`src/scs_pkg.sv`:
```
`default_nettype none
package scs_pkg;
	// ==================================================
	// register map
	localparam logic [7:0] SCS_ADDR_CTRL = 8'hd4;
	localparam logic [7:0] SCS_ADDR_STAT = 8'hd5;
	localparam logic [7:0] SCS_ADDR_DATA = 8'hc5;
	// ==================================================
	// control fields
	localparam int SCS_RATE_HI = 7;
	localparam int SCS_EN = 6;
	localparam int SCS_SELECT_DISABLE = 5;
	localparam int SCS_ROLE_MASTER = 4;
	localparam int SCS_CPOL = 3;
	localparam int SCS_CPHA = 2;
	localparam int SCS_RATE_MID = 1;
	localparam int SCS_RATE_LO = 0;
	localparam logic [7:0] SCS_CTRL_RST = 8'h14;
	// ==================================================
	// status fields
	localparam int SCS_ST_DONE = 7;
	localparam int SCS_ST_OVR = 5;
	localparam int SCS_ST_FAULT = 4;
	localparam int SCS_ST_TXE = 3;
	localparam int SCS_ST_LSB = 2;
	localparam int SCS_ST_TXEIE = 1;
	localparam int SCS_ST_FLTIE = 0;
	localparam logic SCS_TXE_RST = 1'b1;
	// ==================================================
	// timing: half period of the master clock in sys_clk cycles per rate code
	localparam logic [6:0] SCS_HALF_DIV4 = 7'h02;
	localparam logic [6:0] SCS_HALF_DIV8 = 7'h04;
	localparam logic [6:0] SCS_HALF_DIV16 = 7'h08;
	localparam logic [6:0] SCS_HALF_DIV32 = 7'h10;
	localparam logic [6:0] SCS_HALF_DIV64 = 7'h20;
	localparam logic [6:0] SCS_HALF_DIV128 = 7'h40;
	localparam logic [3:0] SCS_LAST_EDGE = 4'hf;
	localparam int SCS_SYNC_W = 4;
	// ==================================================
	typedef enum logic [0:0] {
		SCS_IDLE = 1'b0,
		SCS_SHIFT = 1'b1
	} scs_state_t;
	typedef struct packed {
		logic [7:0] ctrl;
		logic lsb_first;
		logic tx_empty_irq_en;
		logic role_fault_irq_en;
		logic transfer_done_flag;
		logic overrun_flag;
		logic role_fault_flag;
		logic tx_empty_flag;
		logic done_armed;
		logic [7:0] rx_buf;
		logic [7:0] shreg;
		logic samp;
		logic [3:0] ecnt;
		scs_state_t st;
		logic [6:0] divcnt;
		logic sck_ph;
		logic sck_prev;
		logic ss_prev;
		logic [7:0] rdata;
		logic irq;
		logic sck_o;
		logic sck_oe;
		logic mosi_o;
		logic mosi_oe;
		logic miso_o;
		logic miso_oe;
	} scs_regs_t;
endpackage
`default_nettype wire

```
`src/scs_port.sv`:
```
// Local design decision: strobed register access.
`timescale 1ns/1ns
`default_nettype none
// Contract
// - master clock is peripheral clock divided by 4..128 from a three bit rate code
// - control bit 6 enables the port; cleared holds it in internal reset
// - control bit 5 disables select use; in slave role ignored when phase is zero
// - no role fault request while select disable is set
// - control bit 4 chooses master when set, slave when cleared
// - control bit 3 sets serial clock idle level high when set
// - control bit 2 samples on return-to-idle edge when set, else leaving edge
// - control register resets to 0x14
// - done flag sets on completion; clears by data access after status read
// - overrun sets on byte while done flag set, keeps old byte; status read clears
// - role fault sets on wrong select level in either role; status read clears
// - after slave fault, ignore activity while select high; resume when low
// - master fault clears the enable bit
// - transmit empty set while data register may be written, clear while full
// - status bit 2 selects lsb first when set, msb first when cleared
// - transmit empty interrupt enable requests on empty and suppresses done request
// - status bit 0 gates the role fault request
// - done, overrun and fault flags reset to zero
// - data write loads the shift register directly
// - data read returns receive buffer, never the shift register
// - master fault also clears the role bit, leaving slave role
// - slave with select high floats its output and clears its bit counter, except when bit 5 is set in phase one
module scs_port
	import scs_pkg::*;
(
	// clock and reset
	input wire logic sys_clk,
	input wire logic rstn,
	// register port
	input wire logic [7:0] reg_addr,
	input wire logic [7:0] reg_wdata,
	input wire logic reg_wr,
	input wire logic reg_rd,
	output logic [7:0] reg_rdata,
	// interrupt request
	output logic irq,
	// serial clock pin
	input wire logic sck_i,
	output logic sck_o,
	output logic sck_oe,
	// master out pin
	input wire logic mosi_i,
	output logic mosi_o,
	output logic mosi_oe,
	// master in pin
	input wire logic miso_i,
	output logic miso_o,
	output logic miso_oe,
	// slave select pin
	input wire logic ss_n_i
);
	scs_regs_t r_q;
	scs_regs_t r_d;
	logic [SCS_SYNC_W-1:0] sync_out;
	logic sck_s, mosi_s, miso_s, ss_n_s;
	logic en, role_master, cpol, cpha, select_disable;
	logic [2:0] rate;
	logic [6:0] half;
	logic wr_ctrl, wr_stat, wr_data, rd_stat, rd_data;
	logic sel_slave, m_fault, ev, lead, samp_edge, in_bit, last_edge, start_ok;
	logic [7:0] shifted, final_byte;

	// ==================================================
	// decoding helpers
	function automatic logic [6:0] rate_half(input logic [2:0] code);
		case (code)
			3'h1: rate_half = SCS_HALF_DIV4;
			3'h2: rate_half = SCS_HALF_DIV8;
			3'h3: rate_half = SCS_HALF_DIV16;
			3'h4: rate_half = SCS_HALF_DIV32;
			3'h5: rate_half = SCS_HALF_DIV64;
			3'h6: rate_half = SCS_HALF_DIV128;
			default: rate_half = 7'h00;
		endcase
	endfunction

	function automatic logic [7:0] shift_in(input logic [7:0] sh, input logic b, input logic lsb);
		shift_in = lsb ? {b, sh[7:1]} : {sh[6:0], b};
	endfunction

	function automatic logic out_bit(input logic [7:0] sh, input logic lsb);
		out_bit = lsb ? sh[0] : sh[7];
	endfunction

	// ==================================================
	// pin synchronisers
	scs_sync #(
		.W(SCS_SYNC_W)
	) u_sync (
		.sys_clk(sys_clk),
		.rstn(rstn),
		.din({sck_i, mosi_i, miso_i, ss_n_i}),
		.dout(sync_out)
	);
	assign sck_s = sync_out[3];
	assign mosi_s = sync_out[2];
	assign miso_s = sync_out[1];
	assign ss_n_s = sync_out[0];

	// ==================================================
	// control decode
	assign en = r_q.ctrl[SCS_EN];
	assign role_master = r_q.ctrl[SCS_ROLE_MASTER];
	assign cpol = r_q.ctrl[SCS_CPOL];
	assign cpha = r_q.ctrl[SCS_CPHA];
	assign select_disable = r_q.ctrl[SCS_SELECT_DISABLE];
	assign rate = {r_q.ctrl[SCS_RATE_HI], r_q.ctrl[SCS_RATE_MID], r_q.ctrl[SCS_RATE_LO]};
	assign half = rate_half(rate);

	assign wr_ctrl = reg_wr && (reg_addr == SCS_ADDR_CTRL);
	assign wr_stat = reg_wr && (reg_addr == SCS_ADDR_STAT);
	assign wr_data = reg_wr && (reg_addr == SCS_ADDR_DATA);
	assign rd_stat = reg_rd && (reg_addr == SCS_ADDR_STAT);
	assign rd_data = reg_rd && (reg_addr == SCS_ADDR_DATA);

	// slave ignores select when disabled only in phase one
	assign sel_slave = (select_disable && cpha) || !ss_n_s;
	assign m_fault = en && role_master && !select_disable && !ss_n_s;
	assign start_ok = en && role_master && (half != 7'h00) && (r_q.st == SCS_IDLE) && !m_fault;

	// edge events: divider in master, synchronised pin in slave
	always_comb
	begin
		if (role_master)
		begin
			ev = en && !m_fault && (r_q.st == SCS_SHIFT) && (half != 7'h00) && (r_q.divcnt == half - 7'h01);
			lead = !r_q.ecnt[0];
		end
		else
		begin
			ev = en && sel_slave && (sck_s != r_q.sck_prev);
			lead = (sck_s != cpol);
		end
	end

	assign samp_edge = lead ^ cpha;
	assign in_bit = role_master ? miso_s : mosi_s;
	assign last_edge = (r_q.ecnt == SCS_LAST_EDGE);
	assign shifted = shift_in(r_q.shreg, r_q.samp, r_q.lsb_first);
	assign final_byte = shift_in(r_q.shreg, cpha ? in_bit : r_q.samp, r_q.lsb_first);

	// ==================================================
	// next state
	always_comb
	begin
		r_d = r_q;
		r_d.sck_prev = sck_s;
		r_d.ss_prev = ss_n_s;

		// register accesses; clears first so later sets win
		if (rd_stat)
		begin
			r_d.done_armed = r_q.transfer_done_flag;
			r_d.overrun_flag = 1'b0;
			r_d.role_fault_flag = 1'b0;
		end
		if ((rd_data || wr_data) && r_q.done_armed)
		begin
			r_d.transfer_done_flag = 1'b0;
			r_d.done_armed = 1'b0;
		end
		if (wr_ctrl)
			r_d.ctrl = reg_wdata;
		if (wr_stat)
		begin
			// bit 6 has no storage, so a stray one is harmless
			r_d.lsb_first = reg_wdata[SCS_ST_LSB];
			r_d.tx_empty_irq_en = reg_wdata[SCS_ST_TXEIE];
			r_d.role_fault_irq_en = reg_wdata[SCS_ST_FLTIE];
		end
		if (wr_data)
		begin
			r_d.shreg = reg_wdata;
			r_d.tx_empty_flag = 1'b0;
			if (start_ok)
			begin
				r_d.st = SCS_SHIFT;
				r_d.ecnt = 4'h0;
				r_d.divcnt = 7'h00;
			end
		end

		// transfer engine
		if (!en)
		begin
			r_d.st = SCS_IDLE;
			r_d.ecnt = 4'h0;
			r_d.divcnt = 7'h00;
			r_d.sck_ph = 1'b0;
		end
		else if (m_fault)
		begin
			r_d.role_fault_flag = 1'b1;
			r_d.ctrl[SCS_EN] = 1'b0;
			r_d.ctrl[SCS_ROLE_MASTER] = 1'b0;
			r_d.st = SCS_IDLE;
			r_d.ecnt = 4'h0;
			r_d.sck_ph = 1'b0;
		end
		else if (!role_master && !sel_slave)
		begin
			r_d.st = SCS_IDLE;
			r_d.ecnt = 4'h0;
			if (!select_disable && !r_q.ss_prev)
				r_d.role_fault_flag = 1'b1;
		end
		else if (role_master && (r_q.st == SCS_SHIFT) && !ev)
			r_d.divcnt = r_q.divcnt + 7'h01;

		if (ev)
		begin
			r_d.divcnt = 7'h00;
			if (role_master)
				r_d.sck_ph = !r_q.sck_ph;
			if (samp_edge)
				r_d.samp = in_bit;
			else if (!(cpha && (r_q.ecnt == 4'h0)))
				r_d.shreg = shifted;
			r_d.ecnt = r_q.ecnt + 4'h1;
			if (last_edge)
			begin
				// the unread byte is kept; only the shifter sees the new one
				r_d.shreg = final_byte;
				if (r_q.transfer_done_flag)
					r_d.overrun_flag = 1'b1;
				else
					r_d.rx_buf = final_byte;
				r_d.transfer_done_flag = 1'b1;
				r_d.tx_empty_flag = 1'b1;
				r_d.st = SCS_IDLE;
				r_d.ecnt = 4'h0;
			end
		end

		// read data, valid the cycle after the strobe
		r_d.rdata = 8'h00;
		if (reg_rd)
		begin
			case (reg_addr)
				SCS_ADDR_CTRL: r_d.rdata = r_q.ctrl;
				SCS_ADDR_STAT: r_d.rdata = {r_q.transfer_done_flag, 1'b0, r_q.overrun_flag,
					r_q.role_fault_flag, r_q.tx_empty_flag, r_q.lsb_first,
					r_q.tx_empty_irq_en, r_q.role_fault_irq_en};
				SCS_ADDR_DATA: r_d.rdata = r_q.rx_buf;
				default: r_d.rdata = 8'h00;
			endcase
		end

		// pins and request, from the values about to be registered
		r_d.irq = (r_d.tx_empty_irq_en ? r_d.tx_empty_flag : r_d.transfer_done_flag)
			| (r_d.role_fault_flag & r_d.role_fault_irq_en & !r_d.ctrl[SCS_SELECT_DISABLE]);
		r_d.sck_oe = r_d.ctrl[SCS_EN] && r_d.ctrl[SCS_ROLE_MASTER];
		r_d.sck_o = r_d.ctrl[SCS_CPOL] ^ r_d.sck_ph;
		r_d.mosi_oe = r_d.ctrl[SCS_EN] && r_d.ctrl[SCS_ROLE_MASTER];
		r_d.mosi_o = out_bit(r_d.shreg, r_d.lsb_first);
		r_d.miso_oe = r_d.ctrl[SCS_EN] && !r_d.ctrl[SCS_ROLE_MASTER] && sel_slave;
		r_d.miso_o = out_bit(r_d.shreg, r_d.lsb_first);
	end

	// ==================================================
	// state register
	always_ff @(posedge sys_clk or negedge rstn)
	begin
		if (!rstn)
		begin
			r_q <= '0;
			r_q.ctrl <= SCS_CTRL_RST;
			r_q.tx_empty_flag <= SCS_TXE_RST;
			r_q.ss_prev <= 1'b1;
			r_q.st <= SCS_IDLE;
		end
		else
			r_q <= r_d;
	end

	assign reg_rdata = r_q.rdata;
	assign irq = r_q.irq;
	assign sck_o = r_q.sck_o;
	assign sck_oe = r_q.sck_oe;
	assign mosi_o = r_q.mosi_o;
	assign mosi_oe = r_q.mosi_oe;
	assign miso_o = r_q.miso_o;
	assign miso_oe = r_q.miso_oe;
endmodule // scs_port
`default_nettype wire

```
`src/scs_sync.sv`:
```
`timescale 1ns/1ns
`default_nettype none
module scs_sync #(
	parameter int W = 4
) (
	// clock and reset
	input wire logic sys_clk,
	input wire logic rstn,
	// levels
	input wire logic [W-1:0] din,
	output logic [W-1:0] dout
);
	logic [W-1:0] meta_q;
	// ==================================================
	// two stages; first stage feeds only the second
	always_ff @(posedge sys_clk or negedge rstn)
	begin
		if (!rstn)
		begin
			meta_q <= '1;
			dout <= '1;
		end
		else
		begin
			meta_q <= din;
			dout <= meta_q;
		end
	end
endmodule // scs_sync
`default_nettype wire
```
`config.mk`:
```
export PLATFORM = sky130hd
export DESIGN_NAME = scs_port
export DESIGN_NICKNAME = d
export VERILOG_FILES = /design/src/scs_pkg.sv /design/src/scs_port.sv /design/src/scs_sync.sv
export SDC_FILE = /design/constraint.sdc
export NUM_CORES = 1
export LEC_CHECK = 0
export BUFFER_PORTS_ARGS = -buffer_cell sky130_fd_sc_hd__buf_2
export CORE_MARGIN = 3
export CORE_UTILIZATION = 50
export DETAILED_ROUTE_END_ITERATION = 6
export PLACE_DENSITY = 0.68
export RECOVER_POWER = 100
export SLEW_MARGIN = 10
export SYNTH_ARGS = -nofsm -noshare
export SYNTH_HDL_FRONTEND = slang
export SYNTH_SLANG_ARGS = --single-unit
```
`constraint.sdc`:
```
create_clock -name sys_clk -period 6.2 [get_ports sys_clk]
set_input_delay 0.62 -clock sys_clk [delete_from_list [all_inputs] [get_ports sys_clk]]
set_output_delay 0.62 -clock sys_clk [all_outputs]
set_load 0.005 [all_outputs]
```
Word-level counts from Yosys, hierarchy flattened
Cells that the tools add are included.
{"block": "classes", "n_reduce_logical": 46, "n_addsub": 3, "div": 0, "n_lt_le_gt_ge": 0, "eq_ne": 15, "shift": 0, "mul": 0, "n_mux": 48, "bitwise_logic": 7}
{"cell": "2-to-1 mux 8 bit", "n": 7}
{"cell": "case mux 7 bit (6 select lines)", "n": 1}
{"cell": "2-to-1 mux 7 bit", "n": 4}
{"cell": "logical AND 1 bit", "n": 27}
{"cell": "equality test 8 bit (second input constant)", "n": 3}
{"cell": "2-to-1 mux 1 bit", "n": 24}
{"cell": "2-to-1 mux 12 bit", "n": 2}
{"cell": "case mux 8 bit (3 select lines)", "n": 1}
{"cell": "2-to-1 mux 22 bit", "n": 1}
{"cell": "2-to-1 mux 5 bit", "n": 3}
{"cell": "2-to-1 mux 13 bit", "n": 1}
{"cell": "zero test 1 bit", "n": 11}
{"cell": "!= test 5 x 1 -> 1 bit (second input constant)", "n": 2}
{"cell": "equality test 3 bit (second input constant)", "n": 3}
{"cell": "adder 7 x 1 -> 7 bit (second input constant)", "n": 1}
{"cell": "equality test 7 bit", "n": 1}
{"cell": "nonzero test 7 bit", "n": 1}
{"cell": "subtractor 7 x 1 -> 7 bit (second input constant)", "n": 1}
{"cell": "equality test 3 x 2 -> 1 bit (second input constant)", "n": 2}
{"cell": "2-to-1 mux 2 bit", "n": 3}
{"cell": "adder 4 x 1 -> 4 bit (second input constant)", "n": 1}
{"cell": "equality test 4 bit (second input constant)", "n": 1}
{"cell": "zero test 4 bit", "n": 1}
{"cell": "AND reduction 2 bit", "n": 2}
{"cell": "10 further kinds", "n": 15}
{"block": "word_totals", "out_inout_bits": 15, "n_memories": 0, "ff_bits": 69, "word_cells": 146, "ram_bits": 0, "mem_bits_ro": 0, "inputBits": 24, "latch_bits": 0}

Logic depth before layout (Yosys ltp)
Gate-level depths: netlist of run 1.
{"block": "logic_depth", "depth_word": 18, "depth_mapped": 12, "depth_no_buf": 10}

Hierarchy
From an unflattened synthesis of run 1, not the netlist that was laid out.
{"block": "unflattened", "cells_unflattened": 351, "hier_area_um2": 3783.6}
{"mod": "scs_port", "cells_per_inst": 343, "seq_area_each_um2": 1531.5, "n_inst": 1, "area_each_um2": 3573.4}
{"mod": "scs_sync", "cells_per_inst": 8, "seq_area_each_um2": 210.2, "n_inst": 1, "area_each_um2": 210.2}

Worst setup path after synthesis of run 1
OpenSTA, ideal clock, no wires.
{"block": "synth_timing", "path_kind": "flip-flop to flip-flop", "startpoint": "register r_q[56] in the netlist's numbering", "endpoint": "register r_q[39] in the netlist's numbering", "synth_period_minus_slack_ns": 3.122, "stages_incl_launch_ff": 10, "setup_time_ns": 0.125, "arrival_ns": 2.997, "path_slack_ns": 3.078, "required_ns": 6.075, "path_cell_list": "dfrtp_1 or3b_4 ha_1 xor2_1 and3_1 o2111ai_2 a2111oi_4 nand3_2 a211oi_4 mux2_4"}
{"block": "synth_via", "elab_chain_cells": 7, "word_cells_on_any_way": 14}
{"element": "start, declared", "line": "scs_port.sv:56", "source": "scs_regs_t r_q;"}
{"element": "start signal, assigned", "line": "scs_port.sv:277", "source": "r_q <= r_d;"}
{"element": "equality test 3 bit (tied with other cells)", "line": "scs_port.sv:70", "source": "case (code)"}
{"element": "case mux 7 bit (6 select lines) *", "line": "scs_port.sv:70"}
{"element": "subtractor 7 x 1 -> 7 bit / nonzero test 7 bit (equally long branches)", "line": "scs_port.sv:130", "source": "ev = en && !m_fault && (r_q.st == SCS_SHIFT) && (half != 7'h00) && (r_q.divcnt == half - 7'h01);"}
{"element": "equality test 7 bit / logical AND 1 bit (equally long branches)", "line": "scs_port.sv:130"}
{"element": "logical AND 1 bit *", "line": "scs_port.sv:130"}
{"element": "2-to-1 mux 1 bit *", "line": "scs_port.sv:128", "source": "if (role_master)"}
{"element": "AND reduction 3 bit (no source line) *"}
Every way passes the cells marked *; elsewhere a longest branch is shown, timed or not.
A chain may end at the register's enable or synchronous reset.

Worst setup path after layout of run 1
{"block": "layout_timing", "startpoint": "register r_q[56] in the netlist's numbering", "endpoint": "register r_q[46] in the netlist's numbering"}
Same word-level chain as after synthesis.

==> results.md, run 1 <==
* Die W at 93.1 um
* Die height at 93.1 um
* Final wirelength at 8360 um
* Relative slew slack at -1.41
* Psw at 249 uW
* Synth top cells by count: 57 x dfrtp_1, 45 x mux2i_1, 27 x nand2_1, 19 x inv_1, 18 x nor2_1
* P&R area growth vs syn at 10.5%
* GR peak layer: met2
* Number of buffers added on ports at 38
* Critical-path maximum fanout at 15
* Crit-path cells: or3b_1 -> ha_1 -> xor2_1 -> and3_1 -> o2111ai_1 -> a2111oi_4 -> nand3_1 -> a211oi_1 -> mux2_4
* Async SR Flop Fraction at 1.00
* Status: finished with violations
* Top Family by Delay on Critical Path: compound AO/OA/AOI/OAI gates
* RSZ-0062 raised after global routing: no
* Routed vias/inst at ~5.7
* Hpwl dp at approximately 6000 um
* Reg area at 1740 sq um
* Power Dens Cells at 249 nW/um^2
* Post-synth cell types at 57
* Finish-stage setup viols at 0
* Hold_buf cts at 0
* Met2 Track Usage GR at 0.330
* Clock power frac at 0.448
* Initial core utilization at 0.520
* Core Area at 7290 sq um
* Count leader, synth: dfrtp_1
* Ports at 39
* Layout Cells excl Fill at 485
* DRC at 0
* Avg WL per Cell at approximately 17 um
* Worst Hold Class: reg2reg
* Syn_area_per_cell at 10.6 sq um
* Sw frac at 0.239
* Pre-Repair DR Iteration Count at 4
* Register bit total from synthesis at 69
* Worst endpoint data arrival time at 4.83 ns
* Final Hold Viols at 0
* Met1 usage at 0.282
* Leak Pwr at a little under 2 nW
* Clock transition at the registers of the reported paths at about 0.07 ns
* Kind of critical path: reg2reg
* Gr usage total at 0.202
* Antenna viol nets, final at 0
* Largest net degree at the start of global routing at 70
* Slowest stage delay, CP at 1.27 ns
* H-tree levels at 3
* Top cell type's share of synthesized area at 0.376
* Min Tclk post-route at between 4 and 5 ns
* Failing checks: max-capacitance violations, max-slew violations
* Setup Skew at 0.0113 ns
* Antenna violations before repair at 0
* Cells after DPL at roughly 470
* Final Cycle Share at 0.742
* CP bufs+invs at 0
* Filler cells at 680
* Post-CTS Repair Setup Buffers at 0
* Netlist Area Pre-Place at 3790 sq um
* Rows at 31
* Gr ovfl total at 0
* Vias in the first global route at ~2700
* Worst skew pair latency at about 0.34 ns
* Number of diodes at 0
* Worst path slowest cell: a211oi_1
* YS warnings at 0
* Area of the multi-input gates at 1800 sq um
* EDFF count, synth at 0
* Type of origin of the critical path: flip-flop
* Vias post-DR at 2769
* Iteration-0 DRC Markers at 152
* Final Power at 1.04 mW
* Num Clock Sinks at 69
* Global placer's final weighted congestion at 0.826
* Sequential share of power at 0.467
* Inserted Clock Buffers at 9
* Syn_nets at between 300 and 400
* Post-CTS sizing at 0
* Combinational fraction of design power at 0.085
* Met3 Use GR at 0.0418
* Fmax achieved at roughly 220 MHz
* CTS root buf: clkbuf_8
* Max-cap violations at 1
* Slew Viols, Final at 70
* Syn Inst Count at 358
* Worst Setup End Kind: flip-flop
* First-pass GRT wire length at 13800 um
* Post-synth top flop: dfrtp_1
* Int Pwr at 795 uW
* Register area share after synthesis at 0.459
* CP Data Required Time at between 6 and 7 ns
* Worst-margin pin slew at 3.61 ns
* Synth area leader: dfrtp_1
* CTS tree: built
* Die Area at just under 9000 sq um
* Share of cells above drive strength 1 at 0.202
* CTS max path bufs at 2
* Final nets at 412
* Max rail drop VDD at 0.208 mV
* Setup tns final at 0 ns
* Top post-synthesis cells by area: dfrtp_1 38%, mux2i_1 12%, dfstp_2 8.3%, mux2_2 3.6%, nand2_1 2.7%
==> final timing paths <==
| check | startpoint | cells after the start | end | slack, ns |
|---|---|---|---|---|
| max in group asynchronous | rstn | 2 | miso_o | 2.53 |
| min in group asynchronous | rstn | 2 | reg_rdata[3] | 1.60 |
| max reg2reg | r_q[56] | 9 | r_q[46] | 1.60 |
| max | r_q[56] | 9 | r_q[46] | 1.60 |
| min reg2reg | u_sync.meta_q[2] | 0 | u_sync.dout[2] | 0.36 |
| min | u_sync.meta_q[2] | 0 | u_sync.dout[2] | 0.36 |
==> stage by stage <==
step                      setup WS (ns)  hold slack, ns   util  area (sq um)
after floorplan                    3.08           0.324      -          3790
after global placement             2.57           0.346  0.544          3970
after detailed placement           2.48           0.347  0.544          3970
after CTS                          2.44           0.358  0.580          4230
after global routing               1.32           0.355  0.574          4190
final                              1.60           0.357  0.574          4190
==> power by group through the flow <==
stage	combinational [mW]	clock [mW]	sequential, mW
floorplan	0.0655	0	0.485
global placement	0.0892	0	0.496
detailed placement	0.0911	0	0.497
CTS	0.0916	0.475	0.488
global route	0.101	0.493	0.490
finish	0.0890	0.467	0.488
==> per-layer routing <==
| layer | vias to the layer above | wire (um) | part of all wire |
|---|---|---|---|
| met5 | - | 0 | 0 |
| met4 | 0 | 23 | 0.0028 |
| met3 | 2 | 343 | 0.041 |
| met2 | 60 | 4040 | 0.48 |
| met1 | 1382 | 3950 | 0.47 |
| li1 | 1325 | - | - |
==> final cells by class <==
| class | instances | share of cell area |
|---|---|---|
| clock buffers | 11 | 0.0362 |
| clock inverters | 5 | 0.0254 |
| inverters | 20 | 0.0179 |
| multi-input cells | 241 | 0.429 |
| flip-flops and latches | 69 | 0.416 |
| well taps | 99 | 0.0296 |
| repair buffers | 40 | 0.0460 |
==> sequential cells by signal, indices dropped and copies added (netlist names) <==
| register | count |
|---|---|
| cpha | 1 |
| mosi_oe | 1 |
| cpol | 1 |
| en | 1 |
| irq | 1 |
| sck_o | 1 |
| r_q | 45 |
| miso_oe | 1 |
| miso_o | 1 |
| reg_rdata | 8 |
| u_sync.meta_q | 4 |
| u_sync.dout | 4 |
==> logic make-up (layout without fill, tap and decap cells) <==
logic type	Yosys count	after routing	share of synthesized area
AO/OA/AOI/OAI	68	68	0.132
XOR/XNOR	9	9	0.0228
adder cells (fa/ha/maj)	7	7	0.0231
flip-flops	69	69	0.459
AND/OR/NAND/NOR	98	98	0.141
buffers and inverters	48	76	0.0597
multiplexers	59	59	0.162
==> cells in the final DEF, fill, tap and decap left out, types with 3 or more instances in the layout <==
cell and count:
nor4b_1 3, o211ai_1 4, clkbuf_8 11, nor2b_1 3, xor2_1 5, dfrtp_1 57, dfstp_2 10, ha_1 7
nor4_1 3, and3_1 6, nand2_1 27, inv_1 19, mux2i_1 45, mux2_2 8, nand2b_1 6, a22oi_1 7
clkbuf_1 6, mux2_1 4, a211oi_1 6, bufinv_16 3, buf_2 34, o31ai_1 4, nand3b_1 3, nor2_1 18
o21ai_0 18, nand3_1 11, xnor2_1 3, nand4_1 3, nor3_1 5, a21oi_1 10
==> worst register-to-register path, stage by stage (launching register included) <==
cell	delay, ns
dfrtp_1	0.56
or3b_1	0.53
ha_1	0.34
xor2_1	0.14
and3_1	0.16
o2111ai_1	0.19
a2111oi_4	0.50
nand3_1	0.43
a211oi_1	1.28
mux2_4	0.35
No activity file was read; power rests on OpenSTA's default activity.
==> run 2, diff against run 1 <==
==> constraint.sdc (replaced) <==
create_clock -name sys_clk -period 4.6 [get_ports sys_clk]
set_input_delay 0.46 -clock sys_clk [delete_from_list [all_inputs] [get_ports sys_clk]]
set_output_delay 0.46 -clock sys_clk [all_outputs]
set_load 0.005 [all_outputs]
==> results.md, run 2 (synthesis gave the netlist of run 1 again) <==
* Largest net degree at the start of global routing at 37 (-47%)
* Gr ovfl total at 0 (unchanged)
* Fmax achieved at 247 MHz (+14%)
* Inserted Clock Buffers at 9 (unchanged)
* First-pass GRT wire length at 13600 um (-1.3%)
* Status: finished with violations
* Final Cycle Share at 0.879 (+0.136)
* Hpwl dp at 6050 um (+2.1%)
* Global placer's final weighted congestion at 0.826 (about the same)
* R2R Setup Slk at 0.56 ns (-1.04 ns)
* DRC at 0 (unchanged)
* Number of buffers added on ports at 38 (unchanged)
* Initial core utilization at 0.520 (unchanged)
* Crit path launch: r_q[56]
* Filler cells at 673 (-1.0%)
* Layout Cells excl Fill at 484 (-0.21%)
* Hold_buf cts at 0 (unchanged)
* Most frequent cells in the layout: 57 x dfrtp_1, 45 x mux2i_1, 33 x buf_2, 27 x nand2_1, 19 x inv_1
* Max-cap violations at 2 (+1)
* Pre-Repair DR Iteration Count at 4 (unchanged)
* Core Area at 7290 sq um (unchanged)
* Worst-margin pin slew at 1.86 ns (-1.75 ns)
* Type of origin of the critical path: flip-flop
* Final Hold Viols at 0 (unchanged)
* Share of cells above drive strength 1 at 0.195 (-0.00727)
* Antenna viol nets, final at 0 (unchanged)
* Cells after DPL at 468 (-0.21%)
* Iteration-0 DRC Markers at 177 (+16%)
* Most common cell after layout, fill and taps aside: dfrtp_1
* Largest reg by FF count: r_q
* Hold_sp: mosi_i
* Post-CTS sizing at 0 (unchanged)
* Final wirelength at 8170 um (-2.2%)
* Largest register FFs at 45 (unchanged)
* Vias post-DR at 2788 (+0.69%)
* CP Data Required Time at 4.82 ns (-1.60 ns)
* Relative slew slack at -0.242 (+1.17)
* CTS root buf: clkbuf_8
* Kind of critical path: reg2reg
* Num Clock Sinks at 69 (unchanged)
* Avg WL per Cell at 16.9 um (-2.0%)
* Min Tclk post-route at 4.04 ns (-0.561 ns)
* Critical-path maximum fanout at 15 (unchanged)
* Power Dens Cells at 310 nW/um^2 (+24%)
* Final nets at 411 (-0.24%)
* Antenna violations before repair at 0 (unchanged)
* Die height at 93.1 um (unchanged)
* Setup tns final at 0 ns (unchanged)
* Finish-stage setup viols at 0 (unchanged)
* Number of diodes at 0 (unchanged)
* Routed vias/inst at 5.76 (+0.89%)
* Max rail drop VDD at 0.217 mV (+4.3%)
* Post-CTS Repair Setup Buffers at 0 (unchanged)
* Worst endpoint data arrival time at 4.27 ns (-0.56 ns)
* Clock transition at the registers of the reported paths at 0.08 ns (about the same)
* RSZ-0062 raised after global routing: no
* Final core occ at 0.566 (-0.00824)
* Gr usage total at 0.204 (+0.00141)
* RR Startpoint: r_q[56]
* Die W at 93.1 um (unchanged)
* Ports at 39 (unchanged)
* CTS tree: built
* Worst skew pair latency at 0.35 ns (about the same)
* P&R area growth vs syn at 8.88%
* CTS max path bufs at 2 (unchanged)
* Post-place instance area at 3960 sq um (-0.19%)
* Worst Setup End Kind: flip-flop
* H-tree levels at 3 (unchanged)
* Die Area at 8660 sq um (unchanged)
* Rows at 31 (unchanged)
* Failing checks: max-capacitance violations, max-slew violations
* Leak Pwr at 1.93 nW (-1.2%)
* Setup Skew at 0.00763 ns (-0.00369 ns)
* Worst Hold Class: in2reg
* Slew Viols, Final at 72 (+2.9%)
* Design area at 4130 sq um (-1.4%)
* Final Power at 1.28 mW (+23%)
* Vias in the first global route at 2693 (-1.2%)
[run 2: metal layers]
| metal | routed length, um | GRT usage | vias to the layer above |
|---|---|---|---|
| met5 | 0 | 0 | - |
| met4 | 188 | 0.0891 | 0 |
| met3 | 390 | 0.0386 | 18 |
| met2 | 3880 | 0.309 | 79 |
| met1 | 3720 | 0.284 | 1373 |
| li1 | - | - | 1318 |
[run 2: cell type report]
cell class	instances	area [sq um]	share of cell area
multi-input combinational	241	1800	0.436
clock buffer	10	128	0.0309
sequential	69	1740	0.422
inverter	20	75.1	0.0182
clock inverter	6	70.1	0.0170
timing repair buffer	39	188	0.0455
tap	99	124	0.0300
[run 2: report_power, final]
part / internal [mW] / switching (mW)
clock network: 0.255 / 0.246
registers: 0.630 / 0.0266
logic: 0.0495 / 0.0718
total: 0.935 / 0.345
[run 2: critical path, cell delays in order (launching register included)]
cell	delay (ns)
dfrtp_1	0.56
or3b_1	0.52
ha_1	0.33
xor2_1	0.13
and3_1	0.16
o2111ai_1	0.19
a2111oi_4	0.51
nand3_1	0.47
a211oi_4	0.65
mux2_1	0.38
[run 2: worst paths after layout]
check                      cells past startpoint               end
setup reg to reg                               9           r_q[46]
min in group asynchronous                      1      reg_rdata[0]
hold reg to reg                                0    u_sync.dout[1]
max in group asynchronous                      2           r_q[46]
hold / removal                                 1  u_sync.meta_q[2]
setup / recovery                               9           r_q[46]
[run 2: metrics by stage]
step | setup WS [ns] | hold slack [ns]
detailed placement | 0.839 | 0.347
finish | 0.559 | 0.205
global placement | 0.966 | 0.346
floorplan | 1.48 | 0.164
CTS | 0.828 | 0.188
global route | 0.291 | 0.179
